File: src/design/ors_pkg.sv
/*
 * constants, register map and carrier types for the output ramp sequencer.
 * assumes a 125 MHz system clock and a 32-bit plain register port.
 */
package ors_pkg;

	// timing base
	localparam int unsigned CLK_PERIOD_NS = 8;
	localparam int unsigned TICK_NS = 100000;
	localparam int unsigned TICK_CYC = TICK_NS / CLK_PERIOD_NS;
	localparam int unsigned PG_FILT_NS = 60000;
	localparam int unsigned PG_FILT_CYC =
		(PG_FILT_NS + CLK_PERIOD_NS - 1) / CLK_PERIOD_NS;
	localparam int unsigned TICK_US = 100;
	localparam int unsigned RISE_MIN_US = 250;
	localparam int unsigned RISE_MIN_TICKS =
		(RISE_MIN_US + TICK_US - 1) / TICK_US;
	localparam int unsigned RAMP_MAX_MS = 1300;
	localparam int unsigned RAMP_MAX_TICKS = RAMP_MAX_MS * 1000 / TICK_US;
	localparam int unsigned SERVO_MS = 90;
	localparam int unsigned SERVO_TICKS = SERVO_MS * 1000 / TICK_US;

	// field widths
	localparam int unsigned TIME_W = 16;
	localparam int unsigned DAC_W = 12;
	localparam int unsigned ADDR_W = 8;
	localparam int unsigned SRV_W = 10;

	// register byte addresses
	localparam logic [7:0] ADDR_CTRL = 8'h00;
	localparam logic [7:0] ADDR_MODE = 8'h04;
	localparam logic [7:0] ADDR_TON_DELAY = 8'h08;
	localparam logic [7:0] ADDR_TON_RISE = 8'h0c;
	localparam logic [7:0] ADDR_TON_MAX = 8'h10;
	localparam logic [7:0] ADDR_TON_MAX_RESP = 8'h14;
	localparam logic [7:0] ADDR_TOFF_DELAY = 8'h18;
	localparam logic [7:0] ADDR_TOFF_FALL = 8'h1c;
	localparam logic [7:0] ADDR_VOUT = 8'h20;
	localparam logic [7:0] ADDR_STATUS = 8'h24;
	localparam logic [7:0] ADDR_DAC = 8'h28;

	// field positions
	localparam int unsigned CTRL_OP_BIT = 0;
	localparam int unsigned CTRL_FLT_RESP_BIT = 1;
	localparam int unsigned MODE_CCM_BIT = 0;
	localparam int unsigned MODE_RANGE_BIT = 1;
	localparam int unsigned MODE_SERVO_BIT = 6;

	// reset values
	localparam logic [1:0] CTRL_RST = 2'h0;
	localparam logic [7:0] MODE_RST = 8'h01;
	localparam logic [7:0] RESP_IGNORE = 8'h00;
	localparam logic [15:0] TIME_RST = 16'h0000;
	localparam logic [11:0] VOUT_RST = 12'h000;

	typedef enum logic [2:0] {
		ORS_OFF = 3'h0,
		ORS_DLY = 3'h1,
		ORS_RISE = 3'h3,
		ORS_WAIT = 3'h2,
		ORS_ON = 3'h6,
		ORS_TOFF = 3'h7,
		ORS_FALL = 3'h5,
		ORS_HIZ = 3'h4
	} ors_state_t;

	typedef struct packed {
		logic [1:0] ctrl;
		logic [7:0] mode;
		logic [TIME_W-1:0] ton_delay;
		logic [TIME_W-1:0] ton_rise;
		logic [TIME_W-1:0] ton_max;
		logic [7:0] ton_max_resp;
		logic [TIME_W-1:0] toff_delay;
		logic [TIME_W-1:0] toff_fall;
		logic [DAC_W-1:0] vout;
	} ors_cfg_t;

	typedef struct packed {
		logic vin_below_off;
		logic vin_above_on;
		logic uv_fault;
		logic oc_active;
		logic fault;
		logic vout_low;
		logic vout_high;
	} ors_sense_t;

endpackage

File: src/design/ors_top.sv
/*
 * output ramp sequencer: run line, shared time base, delayed digital
 * soft-start, servo hand-over, soft-off and fault three-state.
 * assumes synchronous inputs, open-drain run/time-base lines resolved
 * outside, and an analog loop that follows o_dac.
 */
// Functional notes
// - run line held low until initialised and input above turn-on.
// - every sharer holds shared run line low until it is ready.
// - after run release count turn-on delay; soft-start only from run.
// - timing from shared time base; fastest clock on line governs.
// - soft-start steps target from zero up to commanded set point.
// - rise time under a quarter millisecond skips the ramp.
// - ramp has rise/0.1 ms steps, one step per tick.
// - discontinuous conduction throughout the rising ramp.
// - in discontinuous mode low-side gate off on reverse current.
// - rise time capped at 1.3 seconds.
// - power good filtered 60 us before reaching its pin.
// - servo only while mode bit 6 (servo bit) is set.
// - servo moves dac one lsb toward target every 90 ms.
// - zero max limit: servo after ramp and output above uv limit.
// - at servo start leave discontinuous, adopt mode bit 0.
// - limit set, ignore response: ramp, limit, and no uv or no oc.
// - limit set, other response: ramp, limit, no uv and no oc.
// - fall sequence on run line low or serial turn-off.
// - fault or enabled external fault line three-states at once.
// - fall time capped at 1.3 s, fall/0.1 ms steps.
// - at end of fall stop sinking current.
// - input below turn-off pulls time base low until above turn-on.
`timescale 1ns/100ps
module ors_top #(
	parameter int unsigned TICK_CYC = ors_pkg::TICK_CYC,
	parameter int unsigned PG_CYC = ors_pkg::PG_FILT_CYC
) (
	input wire logic i_clk_sys,
	input wire logic i_rst,
	input wire logic i_ce,
	input wire logic [ors_pkg::ADDR_W-1:0] i_addr,
	input wire logic [31:0] i_wdata,
	input wire logic i_wr,
	input wire logic i_rd,
	output logic [31:0] o_rdata,
	input wire logic i_init_done,
	input wire ors_pkg::ors_sense_t i_sense,
	input wire logic i_run_line,
	output logic o_run_line,
	output logic o_run_line_oe,
	input wire logic i_time_base,
	output logic o_time_base,
	output logic o_time_base_oe,
	input wire logic i_fault_line_n,
	input wire logic i_reverse_current,
	input wire logic i_power_good_raw,
	output logic o_power_good_out,
	output logic [ors_pkg::DAC_W-1:0] o_dac,
	output logic o_dcm,
	output logic o_low_gate_en,
	output logic o_stage_en,
	output logic o_sink_en,
	output logic o_range_fine
);
	localparam int unsigned TW = ors_pkg::TIME_W;
	localparam int unsigned DW = ors_pkg::DAC_W;
	localparam logic [TW-1:0] CAP = TW'(ors_pkg::RAMP_MAX_TICKS);

	if (TICK_CYC < 3 || TICK_CYC > 65535) begin : g_bad_tick
		$error("tick divider out of range");
	end
	if (PG_CYC < 2 || PG_CYC > 65535) begin : g_bad_pg
		$error("power good filter out of range");
	end

	ors_pkg::ors_cfg_t cfg_q;
	ors_pkg::ors_state_t st_q;
	logic [TW-1:0] cnt_q, lim_q, rise_n, fall_n;
	logic [15:0] div_q, pg_cnt_q;
	logic [ors_pkg::SRV_W-1:0] srv_q;
	logic [DW-1:0] dac_q, base_q, ramp;
	logic [DW+TW-1:0] prod;
	logic [TW-1:0] num, den;
	logic [31:0] rdata_q, rsel;
	logic lockout_q, hold_q, pull_q, tb_prev_q, pg_q;
	logic tick, flt, off_req, active, servo_en, servo_go, lim_hit;
	logic rise_skip, srv_step;

	// shared lines are open drain: only ever pulled low
	assign o_run_line = 1'b0;
	assign o_time_base = 1'b0;

	always_ff @(posedge i_clk_sys or posedge i_rst) begin
		if (i_rst) begin
			lockout_q <= 1'b1;
		end else if (i_ce) begin
			if (i_sense.vin_below_off) begin
				lockout_q <= 1'b1;
			end else if (i_sense.vin_above_on) begin
				lockout_q <= 1'b0;
			end
		end
	end

	always_ff @(posedge i_clk_sys or posedge i_rst) begin
		if (i_rst) begin
			hold_q <= 1'b1;
		end else if (i_ce) begin
			hold_q <= !i_init_done || lockout_q;
		end
	end
	assign o_run_line_oe = hold_q;

	// own divider pulses the line; any falling edge, ours or a faster
	// partner's, is the tick and restarts the divider
	assign tick = tb_prev_q && !i_time_base;

	always_ff @(posedge i_clk_sys or posedge i_rst) begin
		if (i_rst) begin
			div_q <= 16'h0000;
			pull_q <= 1'b0;
			// lockout holds the line low in reset: no false tick on release
			tb_prev_q <= 1'b0;
		end else if (i_ce) begin
			tb_prev_q <= i_time_base;
			pull_q <= div_q == 16'(TICK_CYC - 2);
			if (tick) begin
				div_q <= 16'h0000;
			end else if (div_q != 16'(TICK_CYC - 1)) begin
				div_q <= div_q + 16'h0001;
			end
		end
	end
	assign o_time_base_oe = pull_q || lockout_q;

	// register port
	always_ff @(posedge i_clk_sys or posedge i_rst) begin
		if (i_rst) begin
			cfg_q <= '{ctrl: ors_pkg::CTRL_RST, mode: ors_pkg::MODE_RST,
				ton_delay: ors_pkg::TIME_RST, ton_rise: ors_pkg::TIME_RST,
				ton_max: ors_pkg::TIME_RST,
				ton_max_resp: ors_pkg::RESP_IGNORE,
				toff_delay: ors_pkg::TIME_RST,
				toff_fall: ors_pkg::TIME_RST, vout: ors_pkg::VOUT_RST};
		end else if (i_ce && i_wr) begin
			case (i_addr)
			ors_pkg::ADDR_CTRL: cfg_q.ctrl <= i_wdata[1:0];
			ors_pkg::ADDR_MODE: cfg_q.mode <= i_wdata[7:0];
			ors_pkg::ADDR_TON_DELAY: cfg_q.ton_delay <= i_wdata[TW-1:0];
			ors_pkg::ADDR_TON_RISE: cfg_q.ton_rise <= i_wdata[TW-1:0];
			ors_pkg::ADDR_TON_MAX: cfg_q.ton_max <= i_wdata[TW-1:0];
			ors_pkg::ADDR_TON_MAX_RESP: cfg_q.ton_max_resp <= i_wdata[7:0];
			ors_pkg::ADDR_TOFF_DELAY: cfg_q.toff_delay <= i_wdata[TW-1:0];
			ors_pkg::ADDR_TOFF_FALL: cfg_q.toff_fall <= i_wdata[TW-1:0];
			ors_pkg::ADDR_VOUT: cfg_q.vout <= i_wdata[DW-1:0];
			default: ;
			endcase
		end
	end

	always_comb begin
		case (i_addr)
		ors_pkg::ADDR_CTRL: rsel = {30'h0, cfg_q.ctrl};
		ors_pkg::ADDR_MODE: rsel = {24'h0, cfg_q.mode};
		ors_pkg::ADDR_TON_DELAY: rsel = {16'h0, cfg_q.ton_delay};
		ors_pkg::ADDR_TON_RISE: rsel = {16'h0, cfg_q.ton_rise};
		ors_pkg::ADDR_TON_MAX: rsel = {16'h0, cfg_q.ton_max};
		ors_pkg::ADDR_TON_MAX_RESP: rsel = {24'h0, cfg_q.ton_max_resp};
		ors_pkg::ADDR_TOFF_DELAY: rsel = {16'h0, cfg_q.toff_delay};
		ors_pkg::ADDR_TOFF_FALL: rsel = {16'h0, cfg_q.toff_fall};
		ors_pkg::ADDR_VOUT: rsel = {20'h0, cfg_q.vout};
		ors_pkg::ADDR_STATUS: rsel = {25'h0, st_q, pg_q, i_run_line,
			lockout_q, o_dcm};
		ors_pkg::ADDR_DAC: rsel = {20'h0, dac_q};
		default: rsel = 32'h0000_0000;
		endcase
	end

	// read data stand for exactly the cycle after the strobe
	always_ff @(posedge i_clk_sys or posedge i_rst) begin
		if (i_rst) begin
			rdata_q <= 32'h0000_0000;
		end else if (i_ce) begin
			rdata_q <= i_rd ? rsel : 32'h0000_0000;
		end
	end
	assign o_rdata = rdata_q;

	// sequencing conditions
	assign flt = i_sense.fault ||
		(!i_fault_line_n && cfg_q.ctrl[ors_pkg::CTRL_FLT_RESP_BIT]);
	assign off_req = !i_run_line ||
		!cfg_q.ctrl[ors_pkg::CTRL_OP_BIT];
	assign active = st_q != ors_pkg::ORS_OFF && st_q != ors_pkg::ORS_HIZ;
	assign rise_n = cfg_q.ton_rise > CAP ? CAP : cfg_q.ton_rise;
	assign fall_n = cfg_q.toff_fall > CAP ? CAP : cfg_q.toff_fall;
	assign rise_skip = rise_n < TW'(ors_pkg::RISE_MIN_TICKS);
	assign lim_hit = lim_q >= cfg_q.ton_max;

	always_comb begin
		if (cfg_q.ton_max == ors_pkg::TIME_RST) begin
			servo_go = !i_sense.uv_fault;
		end else if (cfg_q.ton_max_resp == ors_pkg::RESP_IGNORE) begin
			servo_go = lim_hit &&
				(!i_sense.uv_fault || !i_sense.oc_active);
		end else begin
			servo_go = lim_hit &&
				!i_sense.uv_fault && !i_sense.oc_active;
		end
	end

	always_ff @(posedge i_clk_sys or posedge i_rst) begin
		if (i_rst) begin
			st_q <= ors_pkg::ORS_OFF;
			cnt_q <= '0;
		end else if (i_ce) begin
			if (active && flt) begin
				st_q <= ors_pkg::ORS_HIZ;
				cnt_q <= '0;
			end else begin
				case (st_q)
				ors_pkg::ORS_OFF: begin
					cnt_q <= '0;
					if (!off_req && !flt && !lockout_q) begin
						st_q <= ors_pkg::ORS_DLY;
					end
				end
				ors_pkg::ORS_DLY: begin
					if (off_req) begin
						st_q <= ors_pkg::ORS_OFF;
					end else if (cnt_q == cfg_q.ton_delay) begin
						st_q <= ors_pkg::ORS_RISE;
						cnt_q <= '0;
					end else if (tick) begin
						cnt_q <= cnt_q + 1'b1;
					end
				end
				ors_pkg::ORS_RISE: begin
					if (off_req) begin
						st_q <= ors_pkg::ORS_TOFF;
						cnt_q <= '0;
					end else if (rise_skip || cnt_q == rise_n) begin
						st_q <= ors_pkg::ORS_WAIT;
					end else if (tick) begin
						cnt_q <= cnt_q + 1'b1;
					end
				end
				ors_pkg::ORS_WAIT: begin
					cnt_q <= '0;
					if (off_req) begin
						st_q <= ors_pkg::ORS_TOFF;
					end else if (servo_go) begin
						st_q <= ors_pkg::ORS_ON;
					end
				end
				ors_pkg::ORS_ON: begin
					cnt_q <= '0;
					if (off_req) begin
						st_q <= ors_pkg::ORS_TOFF;
					end
				end
				ors_pkg::ORS_TOFF: begin
					if (cnt_q == cfg_q.toff_delay) begin
						st_q <= ors_pkg::ORS_FALL;
						cnt_q <= '0;
					end else if (tick) begin
						cnt_q <= cnt_q + 1'b1;
					end
				end
				ors_pkg::ORS_FALL: begin
					if (cnt_q == fall_n) begin
						st_q <= ors_pkg::ORS_OFF;
					end else if (tick) begin
						cnt_q <= cnt_q + 1'b1;
					end
				end
				ors_pkg::ORS_HIZ: begin
					cnt_q <= '0;
					// no retry: software or run line must cycle first
					if (!flt && off_req) begin
						st_q <= ors_pkg::ORS_OFF;
					end
				end
				default: st_q <= ors_pkg::ORS_OFF;
				endcase
			end
		end
	end

	// ton max counter runs from ramp start and holds at ton max until servo hand-over
	always_ff @(posedge i_clk_sys or posedge i_rst) begin
		if (i_rst) begin
			lim_q <= '0;
		end else if (i_ce) begin
			if (st_q != ors_pkg::ORS_RISE && st_q != ors_pkg::ORS_WAIT) begin
				lim_q <= '0;
			end else if (tick && !lim_hit) begin
				lim_q <= lim_q + 1'b1;
			end
		end
	end

	// ramp target: vout * steps done / steps rising, base * steps left / steps falling; the divide is combinational,
	// traded for area since it is only needed at tick rate
	always_comb begin
		if (st_q == ors_pkg::ORS_RISE) begin
			den = rise_n;
			num = cnt_q;
		end else begin
			den = fall_n;
			num = fall_n - cnt_q;
		end
		prod = {{TW{1'b0}}, (st_q == ors_pkg::ORS_RISE ? cfg_q.vout
			: base_q)} * {{DW{1'b0}}, num};
		ramp = den == '0 ? '0 : DW'(prod / {{DW{1'b0}}, den});
	end

	assign servo_en = cfg_q.mode[ors_pkg::MODE_SERVO_BIT];
	assign srv_step = tick && srv_q == ors_pkg::SRV_W'(
		ors_pkg::SERVO_TICKS - 1);

	always_ff @(posedge i_clk_sys or posedge i_rst) begin
		if (i_rst) begin
			srv_q <= '0;
		end else if (i_ce) begin
			if (st_q != ors_pkg::ORS_ON || !servo_en || srv_step) begin
				srv_q <= '0;
			end else if (tick) begin
				srv_q <= srv_q + 1'b1;
			end
		end
	end

	always_ff @(posedge i_clk_sys or posedge i_rst) begin
		if (i_rst) begin
			dac_q <= '0;
			base_q <= '0;
		end else if (i_ce) begin
			case (st_q)
			ors_pkg::ORS_RISE: dac_q <= ramp;
			ors_pkg::ORS_WAIT: dac_q <= cfg_q.vout;
			ors_pkg::ORS_ON: begin
				if (servo_en && srv_step) begin
					if (i_sense.vout_low && dac_q != '1) begin
						dac_q <= dac_q + 1'b1;
					end else if (i_sense.vout_high && dac_q != '0) begin
						dac_q <= dac_q - 1'b1;
					end
				end
			end
			ors_pkg::ORS_TOFF: base_q <= dac_q;
			ors_pkg::ORS_FALL: dac_q <= ramp;
			default: dac_q <= '0;
			endcase
		end
	end
	assign o_dac = dac_q;

	// conduction mode: discontinuous until servo hand-over or soft-off
	assign o_dcm = !(cfg_q.mode[ors_pkg::MODE_CCM_BIT] &&
		(st_q == ors_pkg::ORS_ON || st_q == ors_pkg::ORS_TOFF ||
		st_q == ors_pkg::ORS_FALL));
	assign o_low_gate_en = !(o_dcm && i_reverse_current);
	assign o_stage_en = st_q == ors_pkg::ORS_RISE ||
		st_q == ors_pkg::ORS_WAIT || st_q == ors_pkg::ORS_ON ||
		st_q == ors_pkg::ORS_TOFF || st_q == ors_pkg::ORS_FALL;
	assign o_sink_en = o_stage_en && !o_dcm;
	assign o_range_fine = cfg_q.mode[ors_pkg::MODE_RANGE_BIT];

	// power good deglitch: a change must persist PG_CYC cycles
	always_ff @(posedge i_clk_sys or posedge i_rst) begin
		if (i_rst) begin
			pg_q <= 1'b0;
			pg_cnt_q <= 16'h0000;
		end else if (i_ce) begin
			if (i_power_good_raw == pg_q) begin
				pg_cnt_q <= 16'h0000;
			end else if (pg_cnt_q == 16'(PG_CYC - 1)) begin
				pg_q <= i_power_good_raw;
				pg_cnt_q <= 16'h0000;
			end else begin
				pg_cnt_q <= pg_cnt_q + 16'h0001;
			end
		end
	end
	assign o_power_good_out = pg_q;
endmodule

File: config.mk
export PLATFORM = sky130hd
export DESIGN_NAME = ors_top
export DESIGN_NICKNAME = d
export VERILOG_FILES = /design/src/design/ors_pkg.sv /design/src/design/ors_top.sv
export SDC_FILE = /design/constraint.sdc
export NUM_CORES = 2
export LEC_CHECK = 0
export ABC_AREA = 1
export BUFFER_PORTS_ARGS = -buffer_cell sky130_fd_sc_hd__buf_2
export CAP_MARGIN = 20
export CORE_MARGIN = 1.5
export CORE_UTILIZATION = 30
export CTS_BUF_LIST = sky130_fd_sc_hd__clkbuf_4
export DETAILED_ROUTE_END_ITERATION = 6
export PLACE_DENSITY = 0.4
export SYNTH_ARGS = -nofsm -noshare
export SYNTH_HDL_FRONTEND = slang
export SYNTH_SLANG_ARGS = --single-unit
File: constraint.sdc
create_clock -name i_clk_sys -period 150.4 [get_ports i_clk_sys]
set_input_delay 15.04 -clock i_clk_sys [delete_from_list [all_inputs] [get_ports i_clk_sys]]
set_output_delay 15.04 -clock i_clk_sys [all_outputs]
set_load 0.1 [all_outputs]
# Word-level counts from Yosys, hierarchy flattened

Cells that the tools add are included.

Register bits after elaboration: 248
Input port bits: 58
Output and inout port bits: 54

Add/sub/neg operators: 8
Multipliers: 1
Div/mod/pow operators: 1
Magnitude comparators: 4
Equal/unequal tests: 44
Muxes and demuxes: 46
Bitwise logic cells: 2
Reduce and logical (&&, ||, !) cells: 79

Operators with widths:

| operator                | number |
|---|---|
| $mux W16                | 18 |
| $pmux W16 S11           | 1 |
| $pmux W16 S5            | 1 |
| $add A16 B1 Y16 const B | 4 |
| $eq A16 B16 Y1          | 4 |
| $mux W12                | 5 |
| $pmux W12 S4            | 1 |
| $mux W3                 | 12 |
| $eq A8 B5 Y1 const B    | 4 |
| $gt A16 B14 Y1 const B  | 2 |
| $logic_not A16 Y1       | 2 |
| $mux W32                | 1 |
| $ne A3 B3 Y1 const B    | 10 |
| $div A28 B16 Y28        | 1 |
| $mul A12 B16 Y28        | 1 |
| $reduce_and A2 Y1       | 14 |
| $eq A8 B6 Y1 const B    | 3 |
| $pmux W3 S8             | 1 |
| $logic_and A1 B1 Y1     | 20 |
| $mux W10                | 2 |
| $eq A16 B13 Y1 const B  | 1 |
| $eq A16 B14 Y1 const B  | 1 |
| $eq A8 B4 Y1 const B    | 2 |
| $ge A16 B16 Y1          | 1 |
| other kinds (30)        | 73 |

# Logic depth before layout (Yosys ltp)

Depth after elaboration: 9
Mapped depth: 596
Depth with buffers taken out: 563

# Least setup slack after synthesis

Ideal clock, no wire load.

Path type: register to register
From: reg cfg_q[22] (netlist bit)
To: reg dac_q[0], in the netlist o_dac[0]
Arrival: 77.924 ns
Data required time: 150.280 ns
Slack: 72.356 ns
Cell stages (with the launch flop): 574
Buffers on the path: 37
Clock period less this slack: 78.044 ns
Path through: dfrtp_1 nor2_1 nand2_1 a21boi_0 nand2_1 nand2_1 buf_2 nand2_1 nand2_1 inv_1 nor2_1 ha_1 inv_1 nand2_1 a21oi_1 o21bai_1 a21oi_1 o21ai_0 [538 not listed] ha_1 o21ai_0 nand2_1 a21o_1 a21oi_1 o221ai_1 a21oi_1 o21ai_0 a21oi_1 nor2_1 a211oi_1 nand3_1 nor2_1 nand3_1 nand2_1 nand2_1 nand2_1 nand2_1

Word-level cells in the longest chain between the ends: 8
Elaborated cells between the ends (all ways): 10
Those cells by class: add/sub (1); mul (1); div (1); order compare (1); mux (5); reduce/logical (1)

Ends and longest elaborated chain:

| item                   | RTL line       | RTL |
|---|---|---|
| start, declared        | ors_top.sv:73  | `ors_pkg::ors_cfg_t cfg_q;` |
| start signal, assigned | ors_top.sv:136 | `cfg_q <= '{ctrl: ors_pkg::CTRL_RST, mode: ors_pkg::MODE_RST,` |
| $gt A16 B14 Y1         | ors_top.sv:193 | `assign fall_n = cfg_q.toff_fall > CAP ? CAP : cfg_q.toff_fall;` |
| $mux W16 *             | ors_top.sv:193 |  |
| $sub A16 B16 Y16       | ors_top.sv:308 | `num = fall_n - cnt_q;` |
| $mux W16               | ors_top.sv:303 | `if (st_q == ors_pkg::ORS_RISE) begin` |
| $mul A12 B16 Y28       | ors_top.sv:311 | `: base_q)} * {{DW{1'b0}}, num};` |
| $div A28 B16 Y28       | ors_top.sv:312 | `ramp = den == '0 ? '0 : DW'(prod / {{DW{1'b0}}, den});` |
| $mux W12 *             | ors_top.sv:312 |  |
| $pmux W12 S4 *         | ors_top.sv:336 | `case (st_q)` |
| end signal, assigned   | ors_top.sv:337 | `ors_pkg::ORS_RISE: dac_q <= ramp;` |
| end signal, assigned   | ors_top.sv:338 | `ors_pkg::ORS_WAIT: dac_q <= cfg_q.vout;` |
| end signal, assigned   | ors_top.sv:342 | `dac_q <= dac_q + 1'b1;` |
| end, declared          | ors_top.sv:78  | `logic [DW-1:0] dac_q, base_q, ramp;` |

Every way passes the cells marked *; elsewhere a longest branch is shown, timed or not.
A chain may end at the register's enable or synchronous reset.

# Worst setup path in the final report

From: reg cfg_q[26] (netlist bit)
To: reg dac_q[0], in the netlist o_dac[0]

The elaborated chain is that of the path after synthesis.

==> results.py <==
metrics = {
    "status": {
        "outcome": "complete, no violations",
    },
    "yosys": {
        "synth_edf_count": 0,
        "yosysTopAreaCellShare": 0.152,
        "synth_cell_types": 73,
        "async_flop_share": 1.00,
        "ys.warnings.count": 0,
        "yosys_most_used_dff": "dfrtp_1",
        "ys_ff_latch": 232,
        "ys_seq_area_frac": 0.154,
        "synthTopCellsByArea": "dfrtp_1 (15%), ha_1 (15%), nand2_1 (13%)",
        "syn-cell-area_um2": 37700,
        "synth_top_area_cell": "dfrtp_1",
        "synthesis.instances": 5666,
        "syn_avg_cell_area_um2": 6.65,
    },
    "critical_path": {
        "crit_arrival_ps": 91690,
        "reg2reg_to": "o_dac[0]",
        "path_max_fanout": 30,
        "startpoint_type": "flop",
        "rrSetupSlack_ps": 59360,
        "crit_path_max_incr_delay_ps": 620,
        "r2r_cells": 540,
        "path_class": "reg2reg",
        "slowest_stage": "and3_1",
        "critPathMostFrequentCell": "nand2_1",
        "r2r-start": "cfg_q[26]",
        "cp-end-kind": "flop",
        "critPathRequiredTime_ps": 151060,
    },
    "die": {
        "die_area_um2": 128000,
        "io_pins": 112,
        "coreArea_um2": 124000,
        "start_util": 0.303,
        "num_rows": 129,
        "die_y_um": 357,
        "die_x_um": 357,
    },
    "cts": {
        "clk_pin_slew_ps": 70,
        "ctsHoldBuffers": 0,
        "cts_resized": 0,
        "cts_max_level": 2,
        "clock-sinks": 232,
        "cts_root_buffer": "clkbuf_4",
        "clock_path_buffers": 3,
        "cts_tree": "yes",
        "clk_latency_ps": 860,
        "post_cts_buffers": 0,
        "numCtsBuffers": 60,
    },
    "grt": {
        "grt-busiest-layer": "met2",
        "use_met1": 0.282,
        "grt_pass1_wl_um": 204000,
        "antenna_found_initial": 4,
        "grtUsageTotal": 0.204,
        "grt_max_degree": 115,
        "grt_overflow_total": 0,
        "use_met3": 0.0217,
        "grt_use_met2": 0.339,
        "grt_pass1_vias": 34900,
    },
    "detailed_routing": {
        "dr.pass1.iters": 5,
        "drc": 0,
        "wl_um": 131000,
        "avgRoutedWirePerCell_um": 17.5,
        "viasPerCell": 4.82,
        "first_iter_violations": 1874,
        "num_vias": 35900,
        "final_antenna_net_count": 0,
    },
    "placement": {
        "place_ws_ps": 58880,
        "port_buffers": 77,
        "detailed_place_hpwl_um": 105000,
        "place_congestion": 0.863,
    },
    "layout": {
        "fin_nets": 6411,
        "nFillCells": 13800,
        "mostFrequentLayoutCell": "nand2_1",
        "layout_common_cells": "nand2_1 (1,320), inv_1 (887), nor2_1 (461), o21ai_0 (457), ha_1 (442)",
        "drive_above_1_share": 0.0712,
        "syn2layout_area_growth_pct": 8.49,
    },
    "timing": {
        "fin_worst_skew_ps": 95.5,
        "finalSetupTns_ps": 0,
        "hold_violations": 0,
        "finalSetupViolations": 0,
        "slew_violations": 0,
        "min_period_over_period": 0.605,
        "slew_headroom": 0.244,
        "worst_pin_slew_ps": 1130,
        "rsz0062_at_grt": "false",
        "period_needed_ps": 91040,
        "fmax_ghz": 0.0110,
        "holdWs_ps": 465,
        "setup_ws_ps": 59360,
    },
    "hold_path": {
        "whs_endpoint": "div_q[2]",
        "hp-start": "div_q[2]",
        "whs_path_depth": 1,
        "hold_path.class": "reg2reg",
    },
    "flow_run": {
        "max_cap_violations": 0,
    },
}
-- per-stage QoR --
stage | cells | instance area [µm²] | util
after floorplan | 5710 | 37800 | -
after global placement | 7337 | 40000 | 0.322
after detailed placement | 7339 | 40000 | 0.322
after CTS | 7447 | 40800 | 0.328
after global routing | 7454 | 40900 | 0.329
final | 7454 | 40900 | 0.329
-- Yosys cell counts (35+ instances only) --
library cell / number
o21ai_1: 35
inv_2: 35
clkbuf_1: 93
o21bai_1: 43
inv_1: 888
fa_1: 141
xor2_1: 195
nor2_1: 462
o21ai_0: 464
nor4_1: 35
a21oi_1: 313
nand4_1: 85
dfrtp_1: 229
a21o_1: 39
nor3_1: 60
xnor2_1: 109
nand3_1: 248
nand2_2: 41
ha_1: 442
nand2_1: 1322
-- worst max path at each step --
stage                         start  depth (start not counted)  slack, ps       end
final                     cfg_q[26]                        540      59360  o_dac[0]
after global routing      cfg_q[26]                        543      47790  o_dac[0]
after CTS                 cfg_q[26]                        541      58400  o_dac[0]
after detailed placement  cfg_q[27]                        540      58880  o_dac[0]
after global placement    cfg_q[27]                        542      59130  o_dac[0]
after floorplan           cfg_q[22]                        573      72360  o_dac[0]
-- area by class of cell --
class / count / area (µm²) / area share
multi-input cells: 4405 / 27900 / 0.682
well taps: 1637 / 2050 / 0.0501
flip-flops and latches: 232 / 5810 / 0.142
diodes: 1 / 2.50 / 0.0000612
repair buffers: 128 / 801 / 0.0196
clock inverters: 19 / 98.8 / 0.00242
inverters: 943 / 3550 / 0.0868
clock buffers: 89 / 668 / 0.0164
-- routing by layer --
metal	vias up	part of all wire
li1	18700	-
met1	16600	0.49
met2	527	0.45
met3	132	0.036
met4	0	0.024
met5	-	0
-- registers in the layout, summed over array words and instances, names as in the netlist, 3 cells and up --
name / cells
cfg_q: 109
srv_q: 10
o_rdata: 16
cnt_q: 16
st_q: 3
o_dac: 12
base_q: 12
pg_cnt_q: 16
lim_q: 16
div_q: 16
-- logic make-up (layout without fill, tap and decap cells) --
family,count (synthesis),count (layout),share of synthesized area
compound gates,1089,1089,0.165
xor+xnor,304,304,0.0707
fa+ha+maj,583,583,0.222
buf+inv,1073,1179,0.111
flops,232,232,0.154
other cells,2,47,0.000199
simple gates,2383,2383,0.277
-- worst max-delay path, delay by kind of cell (launching register included) --
| family | cells | cell delay [ps] |
|---|---|---|
| compound gates | 223 | 44650 |
| xor+xnor | 1 | 160 |
| fa+ha+maj | 36 | 12550 |
| buf+inv | 94 | 10440 |
| flops | 1 | 390 |
| simple gates | 186 | 22140 |
Power is not shown: default switching activity piles up to over one toggle a cycle in this logic, so the estimate is an artifact.
